===== src/verilog/adcr_consts.svh =====
// Constants of the converter result readout: widths, codes, timing.
// Assumes the core clock runs at ADCR_CLK_MHZ.
`ifndef ADCR_CONSTS_SVH
`define ADCR_CONSTS_SVH

`define ADCR_DATA_W 16
`define ADCR_BYTE_W 8
`define ADCR_BUF_DEPTH 2
// Synchroniser contents in reset, order {tag,sclk,clk_src,fmt,byte,rd,cs}:
// deselected, read, external clock, so no false command edge follows reset
`define ADCR_PIN_IDLE 7'h13
`define ADCR_SIGN_FLIP 16'h8000
`define ADCR_SER_BITS 16
`define ADCR_CLK_MHZ 200
// Previous result stays readable this long after a start
`define ADCR_HOLD_US 12
`define ADCR_HOLD_CYC (`ADCR_HOLD_US * `ADCR_CLK_MHZ)
// Internal serial clock period and start delay
`define ADCR_SCLK_PER_NS 1100
`define ADCR_SCLK_HALF_CYC ((`ADCR_SCLK_PER_NS / 2) * `ADCR_CLK_MHZ / 1000)
`define ADCR_SCLK_DLY_NS 1400
`define ADCR_SCLK_DLY_CYC (`ADCR_SCLK_DLY_NS * `ADCR_CLK_MHZ / 1000)

`endif


===== src/verilog/adcr_pkg.sv =====
// Types shared by the converter result readout.
// Assumes adcr_consts.svh is on the include path.
package adcr_pkg;

    typedef enum logic [2:0] {
        CONV_IDLE = 3'h1,
        CONV_RUN = 3'h2,
        CONV_DONE = 3'h4
    } adcr_conv_state_t;

    typedef enum logic [3:0] {
        SER_OFF = 4'h1,
        SER_DELAY = 4'h2,
        SER_HIGH = 4'h4,
        SER_LOW = 4'h8
    } adcr_ser_state_t;

endpackage : adcr_pkg


===== src/verilog/adcr_readout.sv =====
// Conversion control and result readout of a 16-bit sampling converter.
// Assumes a conversion core that pushes a two's complement result by
// valid/ready; all host pins are asynchronous and synchronised here.
// What this block does
// - Output code is straight binary when format select high, two's complement when low.
// - First conversion after power-up is flagged as not valid.
// - Parallel reads keep the output register; each internal pulse or armed external rising edge shifts it one bit.
// - Internal clock mode: start on select/convert low, drive own clock, send previous.
// - External clock mode: same start; conversion internally timed, clock pin is input.
// - External mode, read enabled, idle: shift the completed result on host clock.
// - External mode, read enabled, converting: shift the previous result on host clock.
// - Both controls low when busy rises restarts conversion with an invalid result.
// - Convert commands are ignored while a conversion runs.
// - Parallel bus is driven only with read high and select low.
// - Byte select low gives upper byte, high gives lower byte.
// - Byte select may toggle anytime; bus follows it.
// - Output register content is undefined until the first conversion ends.
// - Busy rises only after the output register holds the new result.
// - Previous result stays readable for 12 us after a conversion starts.
// - Internal mode sends 16 pulses MSB first, then shows the sampled daisy bit.
// - External mode: MSB valid at first falling edge, daisy bits from 17th.
// - Select and convert are combined as levels; either may fall first.
`timescale 1ns/1ps
`include "adcr_consts.svh"
module adcr_readout #(
    parameter int DATA_W = `ADCR_DATA_W,
    parameter int HOLD_CYC = `ADCR_HOLD_CYC,
    parameter int SCLK_HALF = `ADCR_SCLK_HALF_CYC,
    parameter int SCLK_DLY = `ADCR_SCLK_DLY_CYC,
    parameter int BUF_DEPTH = `ADCR_BUF_DEPTH
) (
    input wire logic clk,
    input wire logic rst_n,
    input wire logic cs_n,
    input wire logic rd_conv,
    input wire logic byte_sel,
    input wire logic code_format_select,
    input wire logic clock_source_select,
    input wire logic serial_shift_clock_in,
    output logic serial_shift_clock_out,
    output logic serial_shift_clock_oe,
    input wire logic tag_in,
    output logic serial_result_out,
    output logic [`ADCR_BYTE_W-1:0] parallel_result_bus,
    output logic parallel_result_bus_oe,
    output logic busy_n,
    output logic result_invalid,
    output logic conv_start,
    input wire logic [DATA_W-1:0] core_result,
    input wire logic core_valid,
    output logic core_ready
);
    import adcr_pkg::*;

    localparam int TW = $clog2(HOLD_CYC + 1);
    localparam logic [TW-1:0] HOLD_T = TW'(HOLD_CYC);
    localparam int SW = $clog2(((SCLK_DLY > SCLK_HALF) ? SCLK_DLY : SCLK_HALF) + 1);
    localparam logic [SW-1:0] HALF_T = SW'(SCLK_HALF - 1);
    localparam logic [SW-1:0] DLY_T = SW'(SCLK_DLY - 1);
    localparam int BW = $clog2(`ADCR_SER_BITS);
    localparam logic [BW-1:0] LAST_BIT = BW'(`ADCR_SER_BITS - 1);

    // Apply output coding; the core delivers two's complement
    function automatic logic [DATA_W-1:0] fmt_code(input logic [DATA_W-1:0] raw,
                                                   input logic straight);
        fmt_code = straight ? (raw ^ DATA_W'(`ADCR_SIGN_FLIP)) : raw;
    endfunction : fmt_code

    // ------------------------------------------------------------
    // Pin synchronisers
    // ------------------------------------------------------------
    logic [6:0] pin_meta;
    logic [6:0] pin_sync;
    logic s_cs_n;
    logic s_rd;
    logic s_byte;
    logic s_fmt;
    logic s_clk_src;
    logic s_sclk;
    logic s_tag;

    always_ff @(posedge clk) begin
        if (!rst_n) begin
            pin_meta <= `ADCR_PIN_IDLE;
            pin_sync <= `ADCR_PIN_IDLE;
        end else begin
            pin_meta <= {tag_in, serial_shift_clock_in, clock_source_select,
                         code_format_select, byte_sel, rd_conv, cs_n};
            pin_sync <= pin_meta;
        end
    end

    assign {s_tag, s_sclk, s_clk_src, s_fmt, s_byte, s_rd, s_cs_n} = pin_sync;

    // ------------------------------------------------------------
    // Command decode
    // ------------------------------------------------------------
    logic conv_cmd;
    logic conv_cmd_d;
    logic conv_edge;
    logic read_en;
    logic s_sclk_d;
    logic sclk_rise;

    assign conv_cmd = !s_cs_n && !s_rd;
    assign conv_edge = conv_cmd && !conv_cmd_d;
    assign read_en = !s_cs_n && s_rd;
    assign sclk_rise = s_sclk && !s_sclk_d;

    always_ff @(posedge clk) begin
        if (!rst_n) begin
            conv_cmd_d <= 1'b0;
            s_sclk_d <= 1'b0;
        end else begin
            conv_cmd_d <= conv_cmd;
            s_sclk_d <= s_sclk;
        end
    end

    // ------------------------------------------------------------
    // Conversion control
    // ------------------------------------------------------------
    adcr_conv_state_t conv_state;
    logic [TW-1:0] timer;
    logic rise_chk;
    logic first_conv;
    logic cur_bad;
    logic start;
    logic hold_over;
    logic do_load;
    logic ser_done;
    logic [DATA_W-1:0] buf_q;
    logic buf_valid;

    // A command still pending as busy rises restarts at once
    assign start = (conv_state == CONV_IDLE) && (conv_edge || (rise_chk && conv_cmd));
    assign hold_over = (timer >= HOLD_T);
    // Old result is kept until the hold time ends and the serial send is over
    assign do_load = (conv_state == CONV_RUN) && hold_over && ser_done && buf_valid;

    always_ff @(posedge clk) begin
        if (!rst_n) begin
            conv_state <= CONV_IDLE;
            busy_n <= 1'b1;
            conv_start <= 1'b0;
            rise_chk <= 1'b0;
            timer <= '0;
        end else begin
            conv_start <= start;
            rise_chk <= 1'b0;
            case (conv_state)
                CONV_IDLE: begin
                    if (start) begin
                        conv_state <= CONV_RUN;
                        busy_n <= 1'b0;
                        timer <= '0;
                    end
                end
                CONV_RUN: begin
                    if (!hold_over) begin
                        timer <= timer + 1'b1;
                    end
                    if (do_load) begin
                        conv_state <= CONV_DONE;
                    end
                end
                CONV_DONE: begin
                    busy_n <= 1'b1;
                    rise_chk <= 1'b1;
                    conv_state <= CONV_IDLE;
                end
                default: begin
                    conv_state <= CONV_IDLE;
                end
            endcase
        end
    end

    always_ff @(posedge clk) begin
        if (!rst_n) begin
            first_conv <= 1'b1;
            cur_bad <= 1'b0;
            result_invalid <= 1'b1;
        end else begin
            if (start) begin
                cur_bad <= first_conv || rise_chk;
                first_conv <= 1'b0;
            end
            if (do_load) begin
                result_invalid <= cur_bad;
            end
        end
    end

    // ------------------------------------------------------------
    // Result buffer
    // ------------------------------------------------------------
    // Holds the core result while it waits for the hold time to end; stalls the core only when full
    adcr_buf #(
        .W(DATA_W),
        .DEPTH(BUF_DEPTH)
    ) u_buf (
        .clk(clk),
        .rst_n(rst_n),
        .in_data(core_result),
        .in_valid(core_valid),
        .in_ready(core_ready),
        .out_data(buf_q),
        .out_valid(buf_valid),
        .out_ready(do_load)
    );

    // ------------------------------------------------------------
    // Internal serial clock
    // ------------------------------------------------------------
    adcr_ser_state_t ser_state;
    logic [SW-1:0] ser_cnt;
    logic [BW-1:0] bit_cnt;
    logic int_shift;

    assign ser_done = (ser_state == SER_OFF);
    assign int_shift = (ser_state == SER_LOW) && (ser_cnt == HALF_T);

    always_ff @(posedge clk) begin
        if (!rst_n) begin
            ser_state <= SER_OFF;
            ser_cnt <= '0;
            bit_cnt <= '0;
            serial_shift_clock_out <= 1'b0;
        end else begin
            case (ser_state)
                SER_OFF: begin
                    serial_shift_clock_out <= 1'b0;
                    if (start && !s_clk_src) begin
                        ser_state <= SER_DELAY;
                        ser_cnt <= '0;
                        bit_cnt <= '0;
                    end
                end
                SER_DELAY: begin
                    if (ser_cnt == DLY_T) begin
                        ser_state <= SER_HIGH;
                        ser_cnt <= '0;
                        serial_shift_clock_out <= 1'b1;
                    end else begin
                        ser_cnt <= ser_cnt + 1'b1;
                    end
                end
                SER_HIGH: begin
                    if (ser_cnt == HALF_T) begin
                        ser_state <= SER_LOW;
                        ser_cnt <= '0;
                        serial_shift_clock_out <= 1'b0;
                    end else begin
                        ser_cnt <= ser_cnt + 1'b1;
                    end
                end
                SER_LOW: begin
                    // Shift at the end of the low phase, as the clock rises: data valid at the falling edge
                    if (int_shift) begin
                        ser_cnt <= '0;
                        bit_cnt <= bit_cnt + 1'b1;
                        if (bit_cnt == LAST_BIT) begin
                            ser_state <= SER_OFF;
                        end else begin
                            ser_state <= SER_HIGH;
                            serial_shift_clock_out <= 1'b1;
                        end
                    end else begin
                        ser_cnt <= ser_cnt + 1'b1;
                    end
                end
                default: begin
                    ser_state <= SER_OFF;
                end
            endcase
        end
    end

    // ------------------------------------------------------------
    // External serial clock
    // ------------------------------------------------------------
    logic armed;
    logic ext_en;
    logic ext_shift;
    logic tag_hold;

    assign ext_en = s_clk_src && read_en && ser_done;
    // The first rising edge only arms, so the MSB stands for two edges
    assign ext_shift = ext_en && sclk_rise && armed;

    always_ff @(posedge clk) begin
        if (!rst_n) begin
            armed <= 1'b0;
            tag_hold <= 1'b0;
            serial_shift_clock_oe <= 1'b0;
        end else begin
            serial_shift_clock_oe <= !s_clk_src;
            if (!ext_en) begin
                armed <= 1'b0;
            end else if (sclk_rise) begin
                armed <= 1'b1;
            end
            if (start && !s_clk_src) begin
                tag_hold <= s_tag;
            end
        end
    end

    // ------------------------------------------------------------
    // Output register and pins
    // ------------------------------------------------------------
    // Zero at reset, but the host must treat it as undefined
    logic [DATA_W-1:0] out_reg;

    always_ff @(posedge clk) begin
        if (!rst_n) begin
            out_reg <= '0;
        end else if (do_load) begin
            out_reg <= fmt_code(buf_q, s_fmt);
        end else if (int_shift) begin
            out_reg <= {out_reg[DATA_W-2:0], tag_hold};
        end else if (ext_shift) begin
            out_reg <= {out_reg[DATA_W-2:0], s_tag};
        end
    end

    assign serial_result_out = out_reg[DATA_W-1];

    always_ff @(posedge clk) begin
        if (!rst_n) begin
            parallel_result_bus <= '0;
            parallel_result_bus_oe <= 1'b0;
        end else begin
            parallel_result_bus_oe <= read_en;
            parallel_result_bus <= s_byte ? out_reg[`ADCR_BYTE_W-1:0]
                                          : out_reg[DATA_W-1 -: `ADCR_BYTE_W];
        end
    end
endmodule : adcr_readout


===== src/verilog/adcr_buf.sv =====
// Small flop-based FIFO with valid/ready on both sides.
// Assumes both sides run on clk; depth of at least two.
`timescale 1ns/1ps
module adcr_buf #(
    parameter int W = 16,
    parameter int DEPTH = 2
) (
    input wire logic clk,
    input wire logic rst_n,
    input wire logic [W-1:0] in_data,
    input wire logic in_valid,
    output logic in_ready,
    output logic [W-1:0] out_data,
    output logic out_valid,
    input wire logic out_ready
);
    localparam int PW = (DEPTH > 1) ? $clog2(DEPTH) : 1;
    localparam int CW = $clog2(DEPTH + 1);
    localparam logic [CW-1:0] FULL = CW'(DEPTH);
    localparam logic [PW-1:0] LAST = PW'(DEPTH - 1);

    logic [W-1:0] mem [DEPTH];
    logic [PW-1:0] wr_ptr;
    logic [PW-1:0] rd_ptr;
    logic [CW-1:0] count;
    logic push;
    logic pop;

    assign in_ready = (count != FULL);
    assign out_valid = (count != '0);
    assign out_data = mem[rd_ptr];
    assign push = in_valid && in_ready;
    assign pop = out_valid && out_ready;

    always_ff @(posedge clk) begin
        if (push) begin
            mem[wr_ptr] <= in_data;
        end
    end

    always_ff @(posedge clk) begin
        if (!rst_n) begin
            wr_ptr <= '0;
            rd_ptr <= '0;
            count <= '0;
        end else begin
            if (push) begin
                wr_ptr <= (wr_ptr == LAST) ? '0 : wr_ptr + 1'b1;
            end
            if (pop) begin
                rd_ptr <= (rd_ptr == LAST) ? '0 : rd_ptr + 1'b1;
            end
            if (push && !pop) begin
                count <= count + 1'b1;
            end else if (pop && !push) begin
                count <= count - 1'b1;
            end
        end
    end

endmodule : adcr_buf


===== config.mk =====
export PLATFORM = sky130hd
export DESIGN_NAME = adcr_readout
export DESIGN_NICKNAME = d
export VERILOG_FILES = /design/src/verilog/adcr_pkg.sv /design/src/verilog/adcr_readout.sv /design/src/verilog/adcr_buf.sv
export VERILOG_INCLUDE_DIRS = /design/src /design/src/verilog
export SDC_FILE = /design/constraint.sdc
export NUM_CORES = 1
export LEC_CHECK = 0
export ABC_AREA = 1
export BUFFER_PORTS_ARGS = -buffer_cell sky130_fd_sc_hd__buf_2
export CAP_MARGIN = 40
export CORE_MARGIN = 10
export CORE_UTILIZATION = 45
export CTS_BUF_LIST = sky130_fd_sc_hd__clkbuf_2 sky130_fd_sc_hd__clkbuf_4 sky130_fd_sc_hd__clkbuf_8
export CTS_CLUSTER_SIZE = 40
export DETAILED_ROUTE_END_ITERATION = 16
export PLACE_DENSITY = 0.66
export SLEW_MARGIN = 20
export SYNTH_ARGS = -nofsm -noshare
export SYNTH_HDL_FRONTEND = slang
export SYNTH_SLANG_ARGS = --single-unit

===== constraint.sdc =====
create_clock -name clk -period 3.65 [get_ports clk]
set_input_delay 0.1825 -clock clk [delete_from_list [all_inputs] [get_ports clk]]
set_output_delay 0.1825 -clock clk [all_outputs]
set_load 0.05 [all_outputs]

# == Word level (Yosys, flattened, before mapping) ==
# Memories as Yosys holds them, arrays and structs flattened. A register that Yosys moved wholly into a read port is not among the register bits.
# Index checks and enable logic that the tools add are counted.
# op_classes
n_reduce_logical,43
n_mul,0
bitwise,1
magnitude_cmp,1
div,0
n_addsub,7
shifts,0
eq_ne,19
n_mux,41
# ops
cell,n
$mux W16,4
$mux W9,4
$pmux W9 S4,1
$mux W12,2
$mux W4,6
$pmux W12 S2,1
$logic_and A1 B1 Y1,19
$pmux W4 S4,1
$ne A2 B2 Y1 const B,7
$add A12 B1 Y12 const B,1
$ge A12 B12 Y1 const B,1
$mux W1,12
$reduce_bool A2 Y1,5
$add A9 B1 Y9 const B,1
$eq A9 B7 Y1 const B,1
$eq A9 B9 Y1 const B,1
$mux W3,3
$eq A4 B4 Y1 const B,2
$mux W8,1
$pmux W4 S2,1
$reduce_and A2 Y1,4
$logic_not A1 Y1,7
$pmux W3 S2,1
$reduce_and A3 Y1,2
other kinds (20),24
# totals
ram_bits,32
latch_bits,0
mem_count,1
word_cells,138
rom_bits,0
regBits,87
# mem_list
name,depth,width,rd,rd_ports_with_merged_regs,write_ports,line,source
u_buf.mem,2,16,1,1,1,adcr_buf.sv:22,logic [W-1:0] mem [DEPTH];

# == Logic depth before layout (Yosys ltp) ==
# Gate-level depths: netlist (run 1).
# depth
ltp_word,9
mapped_depth,11
ltp_nobuf,11

# == Hierarchy ==
# From an unflattened synthesis (run 1), not the netlist that was laid out.
# hier_totals
cells_unflattened,647
area_unflattened_um2,5310.1
# modules_own_cells
mod,cells_each,instances,area_each_um2
adcr_readout,560,1,3860.0
adcr_buf,87,1,1450.1

# == Worst setup path before layout (run 1) ==
# Ideal clock, no wire load.
# synth_timing
path_kind,reg2reg
from,register u_buf.count[0]
to,memory u_buf.mem[1][0] (enable)
path_stages_with_launch,5
path_slack_ns,1.577
period_less_slack_ns,2.073
required_ns,3.260
arrival_time_ns,1.683
n_path_buf,0
path_cell_list,dfxtp_1 -> inv_1 -> nand2_1 -> nand2_1 -> nor2_1
# synth_between
elab_chain_cells,4
# synth_rtl
element,line,source
"start, declared",adcr_buf.sv:25,logic [CW-1:0] count;
"start signal, assigned",adcr_buf.sv:54,count <= count + 1'b1;
"start signal, assigned",adcr_buf.sv:56,count <= count - 1'b1;
$ne A2 B2 Y1,adcr_buf.sv:29,assign in_ready = (count != FULL);
named net core_ready,adcr_readout.sv:51,output logic core_ready
$logic_and A1 B1 Y1,adcr_buf.sv:32,assign push = in_valid && in_ready;
$mux W1,adcr_buf.sv:36,if (push) begin
$mux W1 (not written as such),adcr_buf.sv:37,mem[wr_ptr] <= in_data;
"end, declared",adcr_buf.sv:22,
# The timed path passes the listed nets, and every way through them passes these cells.

# == Final worst setup path (run 1) ==
# layout_timing
from,register conv_state[1]
to,register out_reg[14]
# layout_between
elab_chain_cells,5
elab_cells_between_ends,6
# layout_rtl
element,line,source
"start, declared",adcr_readout.sv:123,adcr_conv_state_t conv_state;
"start signal, assigned",adcr_readout.sv:143,conv_state <= CONV_IDLE;
"start signal, assigned",adcr_readout.sv:154,conv_state <= CONV_RUN;
"start signal, assigned",adcr_readout.sv:164,conv_state <= CONV_DONE;
$eq A3 B2 Y1 *,adcr_readout.sv:139,assign do_load = (conv_state == CONV_RUN) && hold_over && ser_done && buf_valid;
$logic_and A1 B1 Y1 * (3 in series),adcr_readout.sv:139,
$reduce_bool A3 Y1 (no line) or $mux W16 (tied branches),-,
"end signal, assigned",adcr_readout.sv:320,"out_reg <= fmt_code(buf_q, s_fmt);"
"end signal, assigned",adcr_readout.sv:322,"out_reg <= {out_reg[DATA_W-2:0], tag_hold};"
"end signal, assigned",adcr_readout.sv:324,"out_reg <= {out_reg[DATA_W-2:0], s_tag};"
"end, declared",adcr_readout.sv:314,logic [DATA_W-1:0] out_reg;
# Every way passes the cells marked *; elsewhere a longest branch is shown, timed or not.
# A chain may end at the register's enable or synchronous reset.

==> results of run 1 <==
## worst paths after layout
kind,start,cells after the start,endpoint
max,conv_state[1]$_SDFFE_PN0P_,7,out_reg[14]$_SDFFE_PN0P_
min reg2reg,pin_meta[4]$_SDFF_PN1_,1,pin_sync[4]$_SDFF_PN1_
min,rst_n,3,first_conv$_SDFFE_PN1N_
max reg2reg,conv_state[1]$_SDFFE_PN0P_,7,out_reg[14]$_SDFFE_PN0P_
## repair_timing
item,CTS,global route
hold endpoints to repair,39,0
gates resized for setup,0,0
hold buffers,23,0
## cell usage in the layout, fill, tap and decap left out, drive strengths merged, types with 3 or more instances in the layout
master,instances
or2,6
clkbuf,17
nand3,35
dlygate4sd3,23
xor2,4
o211ai,3
nor3,4
nor2,107
nand2,168
buf,46
o21ai,38
o21bai,3
clkinvlp,4
ha,5
inv,95
nand4,23
a21oi,29
edfxtp,32
mux2i,14
clkinv,4
dfxtp,88
## power groups by stage
stage               clock [mW]  sequential [mW]  combinational [mW]
CTS                       1.16             1.43               0.160
floorplan                    0             1.47              0.0864
global route              1.22             1.43               0.180
detailed placement           0             1.46               0.141
global placement             0             1.46               0.138
finish                    1.13             1.43               0.162
## final cells by class
type | instances | area (µm²)
fill | 1122 | 5580
sequential | 120 | 2720
multi-input combinational | 444 | 2210
timing repair buffer | 69 | 500
inverter | 89 | 334
clock buffer | 17 | 234
tap | 147 | 184
clock inverter | 15 | 143
## cell usage after synthesis
cell type,count
nand3_4,2
nand3_2,5
edfxtp_1,32
nor2_2,6
nor3b_1,1
nand2_1,160
buf_2,6
mux2i_1,14
or2_2,6
nand4_1,22
o31ai_1,1
o21a_1,1
o211ai_1,3
nand4_4,1
nand2_2,6
nor2_4,4
a21oi_2,1
a21oi_1,28
dfxtp_1,88
inv_1,82
clkinv_1,1
nand2_4,2
nor2_1,97
buf_6,7
inv_2,6
o21ai_1,16
clkbuf_1,7
a22oi_1,1
nor3_1,4
nand3_1,28
xor2_1,4
o2111a_1,1
o21bai_1,3
ha_1,5
buf_4,2
o21ai_0,22
## worst max-delay path, cell delays in order (launching register included)
cell and delay, ps:
dfxtp_1 380, nand3_2 180, nor2_4 170, nand3_4 440, nand3_2 220, inv_2 150, nor2_1 150, nor2_1 40
## layer usage
metal | vias up | routed length, µm
li1 | 2291 | -
met1 | 2007 | 4890
met2 | 74 | 5620
met3 | 12 | 426
met4 | 0 | 117
met5 | - | 0
## stage by stage
step,cell area [µm²],cells,utilization [%]
after floorplan,5420,675,-
after global placement,5680,844,47.7
after detailed placement,5700,845,47.8
after CTS,6300,900,52.9
after global routing,6330,901,53.1
final,6330,901,53.1
## kinds of logic (layout without fill, tap and decap cells)
group,after synthesis,in the layout
compound gates,77,77
xor+xnor,4,4
fa+ha+maj,5,5
buf+inv,111,190
flops,120,120
mux,14,14
simple gates,344,344
==> flow_metrics.tcl, run 1 <==
set metrics [dict create \
    final_max_slew_viol_count 0 \
    fin_ws_ps 1780 \
    dp_hpwl_um 7570 \
    met2_usage_pct 24.1 \
    yosys.area.top_type "dfxtp_1" \
    antenna_found_initial 0 \
    yosysWarnings 0 \
    drive_gt1_share_pct 15.5 \
    end_kind "flop" \
    p_switching_uw 692 \
    crit_type "flop to flop" \
    globalplace.congestion 0.848 \
    max_freq_mhz 536 \
    root_buffer "clkbuf_8" \
    synth_top_family_by_area "simple AND/OR/NAND/NOR gates" \
    num_io_pins 42 \
    arrival_ps 2180 \
    fin_crit_ps 1870 \
    syn_nets 706 \
    avgViaCountPerCell 4.87 \
    cts.sinks 120 \
    relSlewSlack_pct 62.7 \
    combPwrFrac_pct 6.0 \
    powerDensity_mw_per_mm2 430 \
    die-area_mm2 0.0168 \
    fp-row-count 40 \
    synth_mux_area_share_pct 2.59 \
    vias 4384 \
    power.leakage_nw 2.75 \
    yosysTopAreaCellShare_pct 32.5 \
    synth_cell_types 36 \
    ctsHtreeMaxLevel 4 \
    dpl_worst_slack_ps 1780 \
    core_mm2 0.0119 \
    ys_seq_area_share_pct 50.2 \
    synth_compound_area_share_pct 7.71 \
    grt_pass1_wl_um 18900 \
    drv_cap 0 \
    largest_reg_flops 32 \
    grt_usage_pct 13.8 \
    ys_ff_latch 120 \
    cp_max_fo 51 \
    clk_latency_ps 420 \
    switching_share_pct 25.4 \
    post_cts_buffers 0 \
    synthCells 675 \
    grt_util_met1_pct 15.9 \
    insertedDiodeCount 0 \
    grt.busiest_layer "met2" \
    avgSynthCellArea_um2 8.03 \
    yosys-top-cells-area "dfxtp_1, edfxtp_1, nand2_1" \
    required_ps 3970 \
    worst_pin_slew_ps 559 \
    area_growth_pct 16.8 \
    die_w_um 130 \
    layout.nets 772 \
    grtUsageMet3_pct 3.81 \
    cts_buffers 17 \
    startpoint_type "flop" \
    hold_viol_final 0 \
    cts_tree "done" \
    grt_max_degree 52 \
    rsz0062_at_grt "false" \
    clk_pin_slew_ps 70 \
    syn_area_mm2 0.00542 \
    grt_pass1_vias 4222 \
    fin_setup_tns_ps 0 \
    finClkSkew_ps 8.64 \
    clk_path_buf_depth 2 \
    power_frac_clock_pct 41.5 \
    avgRoutedWirePerCell_um 12.3 \
    die_h_um 130 \
    drt-total-wl_um 11100 \
    hold_ws_ps 284 \
    power.share.sequential_pct 52.5 \
    initial_core_util_pct 45.5 \
    rrSetupSlack_ps 1780 \
    setup_violations 0 \
    gr-total-overflow 0 \
    status "completed" \
    drtAntennaViolNets 0 \
    synth_simple_gate_area_share_pct 28.7 \
    p_total_mw 2.72 \
    intPower_mw 2.03 \
    hold_class "input pin to flop" \
    min_period_over_period_pct 51.2 \
    drt_pass1_iterations 7 \
    port_buffers 41 \
    irDropWorstVdd_v 0.000277 \
    synth_adder_area_share_pct 1.15 \
    drt_iter0_drc 279 \
    synth-xor-area-share_pct 0.647 \
    drc 0 \
]
Power figures use the tool's default switching activity.
==> run 2: changes to the inputs <==
PLACE_DENSITY = 0.68   (was 0.66)
clock period = 1.6 ns   (was 3.65 ns; I/O delays follow)
==> run 2 against run 1 <==
Flip-flop and latch count is the same. Maximum frequency grew 22%. Hold slack gained 3.3 ps. Core utilization grew 2.8 points. Critical path type unchanged. Critical endpoint is now out_reg[11]$_SDFFE_PN0P_.
==> flow_metrics.tcl, run 2 (synthesized netlist as in run 1, its figures left out) <==
set metrics [dict create \
    status "completed" \
    powerDensity_mw_per_mm2 964 \
    drt_iter0_drc 330 \
    relSlewSlack_pct 63.9 \
    gr-total-overflow 0 \
    grt_pass1_wl_um 19600 \
    fin_area_mm2 0.00667 \
    fin_setup_tns_ps 0 \
    die_w_um 130 \
    finClkSkew_ps 9.22 \
    startpoint_type "flop" \
    core_mm2 0.0119 \
    clk_pin_slew_ps 70 \
    globalplace.congestion 0.850 \
    largest_reg_flops 32 \
    grt.busiest_layer "met2" \
    grt_usage_pct 14.4 \
    crit_type "flop to flop" \
    initial_core_util_pct 45.5 \
    cts_tree "done" \
    ctsHtreeMaxLevel 4 \
    avgViaCountPerCell 4.88 \
    place_area_mm2 0.00588 \
    vias 4505 \
    reg2reg_depth 9 \
    fin_crit_ps 1540 \
    hold_ws_ps 287 \
    end_kind "flop" \
    root_buffer "clkbuf_8" \
    cts.sinks 120 \
    avgRoutedWirePerCell_um 12.8 \
    layout.nets 794 \
    fp-row-count 40 \
    hold_viol_final 0 \
    num_io_pins 42 \
    drv_cap 0 \
    worst_pin_slew_ps 540 \
    area_growth_pct 23.0 \
    drt-total-wl_um 11800 \
    clk_latency_ps 430 \
    setup_violations 0 \
    drt_pass1_iterations 5 \
    grt_util_met1_pct 16.6 \
    grt_max_degree 42 \
    dp_hpwl_um 7740 \
    die-area_mm2 0.0168 \
    rrSetupSlack_ps 60 \
    cp-endpoint "out_reg[11]$_SDFFE_PN0P_" \
    grtUsageMet3_pct 4.87 \
    insertedDiodeCount 0 \
    layout_common_cells "nand2_1, nor2_1, dfxtp_1, inv_1, buf_2" \
    drtAntennaViolNets 0 \
    cp_max_fo 25 \
    drive_gt1_share_pct 19.6 \
    hold_class "input pin to flop" \
    final_max_slew_viol_count 0 \
    required_ps 1930 \
    max_freq_mhz 651 \
    cts_buffers 17 \
    regToRegStartpoint "ser_state[2]$_SDFFE_PN0P_" \
    irDropWorstVdd_v 0.000717 \
    arrival_ps 1860 \
    clk_path_buf_depth 2 \
    power.leakage_nw 2.87 \
    die_h_um 130 \
    drc 0 \
    grt_pass1_vias 4322 \
    port_buffers 41 \
    antenna_found_initial 0 \
    mostFrequentLayoutCell "nand2_1" \
    min_period_over_period_pct 95.9 \
    p_total_mw 6.43 \
    crit_start "ser_state[2]$_SDFFE_PN0P_" \
    met2_usage_pct 24.6 \
    r2r_end "out_reg[11]$_SDFFE_PN0P_" \
]
run 2: cell count changes in the layout (fill, tap and decap cells not counted), sizes merged:
| cell | change |
|---|---|
| inv | -6 |
| dlygate4sd3 | +4 |
| clkbuf | +1 |
| clkinv | +3 |
| bufinv | +2 |
| buf | +18 |
run 2: where the power goes:
group / leakage, nW / internal (mW) / switching (mW)
sequential: 1.01 / 3.23 / 0.0393
clock: 0.193 / 1.54 / 1.20
combinational: 1.67 / 0.174 / 0.250
run 2: area by class of cell:
class                   instances  area (µm²)
clock buffers                  18         241
clock inverters                14         156
fillers                      1048        5250
inverters                      89         337
multi-input cells             444        2290
flip-flops and latches        120        2730
well taps                     147         184
repair buffers                 91         727
run 2: worst max-delay path: stages, from the launching register on:
cell	delay [ps]
dfxtp_1	350
nor2_1	170
nand2_1	120
nor2_4	180
nand3_4	150
buf_12	190
nand2_1	60
o21ai_1	60
nor2_1	100
nor2_1	40
run 2: timing repair:
action	4_1_cts	5_1_grt
setup buffers	0	6
endpoints found under the hold margin	44	0
gates resized for setup	1	25
pin swaps	0	4
hold buffers	27	0
endpoints found under the setup margin	1	35
run 2: metrics by stage:
step | setup slack [ps] | utilization (%) | std cells
floorplan | 89.4 | - | 675
global placement | 106 | 49.3 | 858
detailed placement | 13.2 | 49.3 | 858
CTS | 2.78 | 55.0 | 917
global route | -85.5 | 56.0 | 923
finish | 64.9 | 56.0 | 923
run 2: metal layers:
layer / wire [µm] / up-vias
met1: 5130 / 2053
met5: 0 / -
met2: 5920 / 96
met3: 560 / 16
met4: 165 / 0
li1: - / 2340
run 2: worst min-delay path by stage:
| stage | start | endpoint | slack (ps) | cells after the start |
|---|---|---|---|---|
| 3_3_place_gp | code_format_select | pin_meta[3]$_SDFF_PN0_ | 260 | 3 |
| 5_1_grt | core_valid | u_buf.wr_ptr$_SDFFE_PN0P_ | 340 | 5 |
| 6_report | core_valid | u_buf.wr_ptr$_SDFFE_PN0P_ | 290 | 5 |
| 4_1_cts | core_valid | u_buf.wr_ptr$_SDFFE_PN0P_ | 270 | 5 |
| 2_1_floorplan | byte_sel | pin_meta[2]$_SDFF_PN0_ | 180 | 2 |
| 3_5_place_dp | byte_sel | pin_meta[2]$_SDFF_PN0_ | 270 | 3 |
==> run 3: changes to the inputs <==
--- a/config.mk
+++ b/config.mk
@@ -16,3 +16,3 @@
 export DETAILED_ROUTE_END_ITERATION = 16
-export PLACE_DENSITY = 0.68
+export PLACE_DENSITY = 0.77
 export SLEW_MARGIN = 20
--- a/constraint.sdc
+++ b/constraint.sdc
@@ -3,2 +3,2 @@
 set_output_delay 0.08 -clock clk [all_outputs]
-set_load 0.05 [all_outputs]
+set_load 0.005 [all_outputs]
==> run 3 against run 2 <==
Die area unchanged. Critical path depth unchanged. Hold slack got worse by 95 ps. Critical path type unchanged. Design area decreased by 1.8%. Wire length decreased by 4.4%. Highest routed layer unchanged. Via count decreased by 1.3%. Non-clock buffer count decreased by 4. Clock skew increased by 3.2 ps. Register-to-register slack improved by 80 ps. Total power decreased by 1.5%.
==> flow_metrics.tcl, run 3 (synthesized netlist as in run 1, its figures left out) <==
set metrics [dict create \
    regArea_mm2 0.00273 \
    die-area_mm2 0.0168 \
    hold_viol_final 0 \
    avgViaCountPerCell 4.84 \
    required_ps 1930 \
    irDropWorstVdd_v 0.000951 \
    fin_ws_ps 142 \
    antenna_found_initial 0 \
    fp-row-count 40 \
    clk_path_buf_depth 2 \
    mostFrequentLayoutCell "nand2_1" \
    die_w_um 130 \
    num_io_pins 42 \
    drive_gt1_share_pct 18.8 \
    ctsHtreeMaxLevel 4 \
    grt_pass1_wl_um 19100 \
    die_h_um 130 \
    path_cells "inv_1 > nand2_1 > nor2_4 > inv_1 > nand2_1 > nand3_2 > buf_4 > nor3b_1 > nor2_1" \
    dp_hpwl_um 7700 \
    cts_tree "done" \
    gr-total-overflow 0 \
    drv_cap 0 \
    fin_crit_ps 1460 \
    hold_ws_ps 192 \
    final_max_slew_viol_count 0 \
    area_growth_pct 20.8 \
    clk_pin_slew_ps 70 \
    grt_max_degree 46 \
    multi_input_area_mm2 0.00225 \
    status "completed" \
    path_buf_inv 3 \
    drtAntennaViolNets 0 \
    end_kind "flop" \
    max_freq_mhz 686 \
    power.leakage_nw 2.86 \
    worst_pin_slew_ps 544 \
    dpl_worst_slack_ps 49.9 \
    initial_core_util_pct 45.5 \
    drc 0 \
    drt-total-wl_um 11300 \
    rsz0062_at_grt "false" \
    path_delay_family "simple AND/OR/NAND/NOR gates" \
    avgRoutedWirePerCell_um 12.3 \
    nFillCells 1055 \
    setup_violations 0 \
    p_total_mw 6.33 \
    layout_common_cells "nand2_1, nor2_1, dfxtp_1, inv_1, buf_2" \
    cp_max_fo 6 \
    arrival_ps 1790 \
    globalplace.congestion 0.899 \
    hold_class "input pin to flop" \
    crit_path_top_delay_cell "dfxtp_1" \
    layout.nets 790 \
    finClkSkew_ps 12.4 \
    powerDensity_mw_per_mm2 967 \
    cts_buffers 17 \
    startpoint_type "flop" \
    cts.sinks 120 \
    vias 4447 \
    drt_iter0_drc 237 \
    fin_setup_tns_ps 0 \
    max_stage_delay_ps 320 \
    grt_usage_pct 14.2 \
    clk_latency_ps 440 \
    insertedDiodeCount 0 \
    relSlewSlack_pct 63.7 \
    min_period_over_period_pct 91.1 \
    root_buffer "clkbuf_8" \
    largest_reg_flops 32 \
    grt_pass1_vias 4262 \
    core_mm2 0.0119 \
    crit_type "flop to flop" \
    drt_pass1_iterations 4 \
    port_buffers 41 \
]
run 3: path summary, 6_finish.rpt:
check / startpoint / to / slack, ps / cells after the start
setup / recovery: conv_state[2]$_SDFFE_PN0P_ / timer[8]$_SDFFE_PN0P_ / 140 / 9
hold / removal: core_valid / u_buf.wr_ptr$_SDFFE_PN0P_ / 190 / 5
setup reg to reg: conv_state[2]$_SDFFE_PN0P_ / timer[8]$_SDFFE_PN0P_ / 140 / 9
hold reg to reg: pin_meta[4]$_SDFF_PN1_ / pin_sync[4]$_SDFF_PN1_ / 410 / 1
run 3: routing by layer:
layer  routed length (µm)  vias to the layer above  share of wire [%]  global-route usage [%]
met4                  275                        0                2.4                    7.41
met5                    0                        -                  0                       0
met1                 5080                     2006                 45                    16.3
met3                  480                       24                4.3                    4.18
li1                     -                     2333                  -                       -
met2                 5420                       84                 48                    23.5
run 3: layout make-up:
cell class | instances | area share [%]
clock buffers | 18 | 3.78
clock inverters | 14 | 2.22
inverters | 89 | 5.10
multi-input cells | 444 | 34.3
flip-flops and latches | 120 | 41.6
well taps | 147 | 2.81
repair buffers | 87 | 10.1
run 3: per-stage QoR:
stage / std cells / area (µm²) / utilization [%]
floorplan: 675 / 5420 / -
global placement: 861 / 5860 / 49.2
detailed placement: 861 / 5860 / 49.2
CTS: 917 / 6500 / 54.5
global route: 919 / 6550 / 55.0
finish: 919 / 6550 / 55.0
run 3: worst min-delay path, stage by stage:
cell and delay, ps:
buf_2 80, nand2_1 130, inv_1 140, o21ai_0 90, nor2_1 80
run 3: timing repair:
action	4_1_cts	5_1_grt
gates resized for setup	0	14
endpoints found under the setup margin	0	27
setup buffers	0	2
endpoints found under the hold margin	41	0
hold buffers	24	0
run 3: power by group:
part	switching [mW]	leakage, nW	total (mW)	internal [mW]
Sequential	0.0356	1.01	3.26	3.23
Clock	1.28	0.192	2.71	1.43
Combinational	0.200	1.65	0.359	0.160
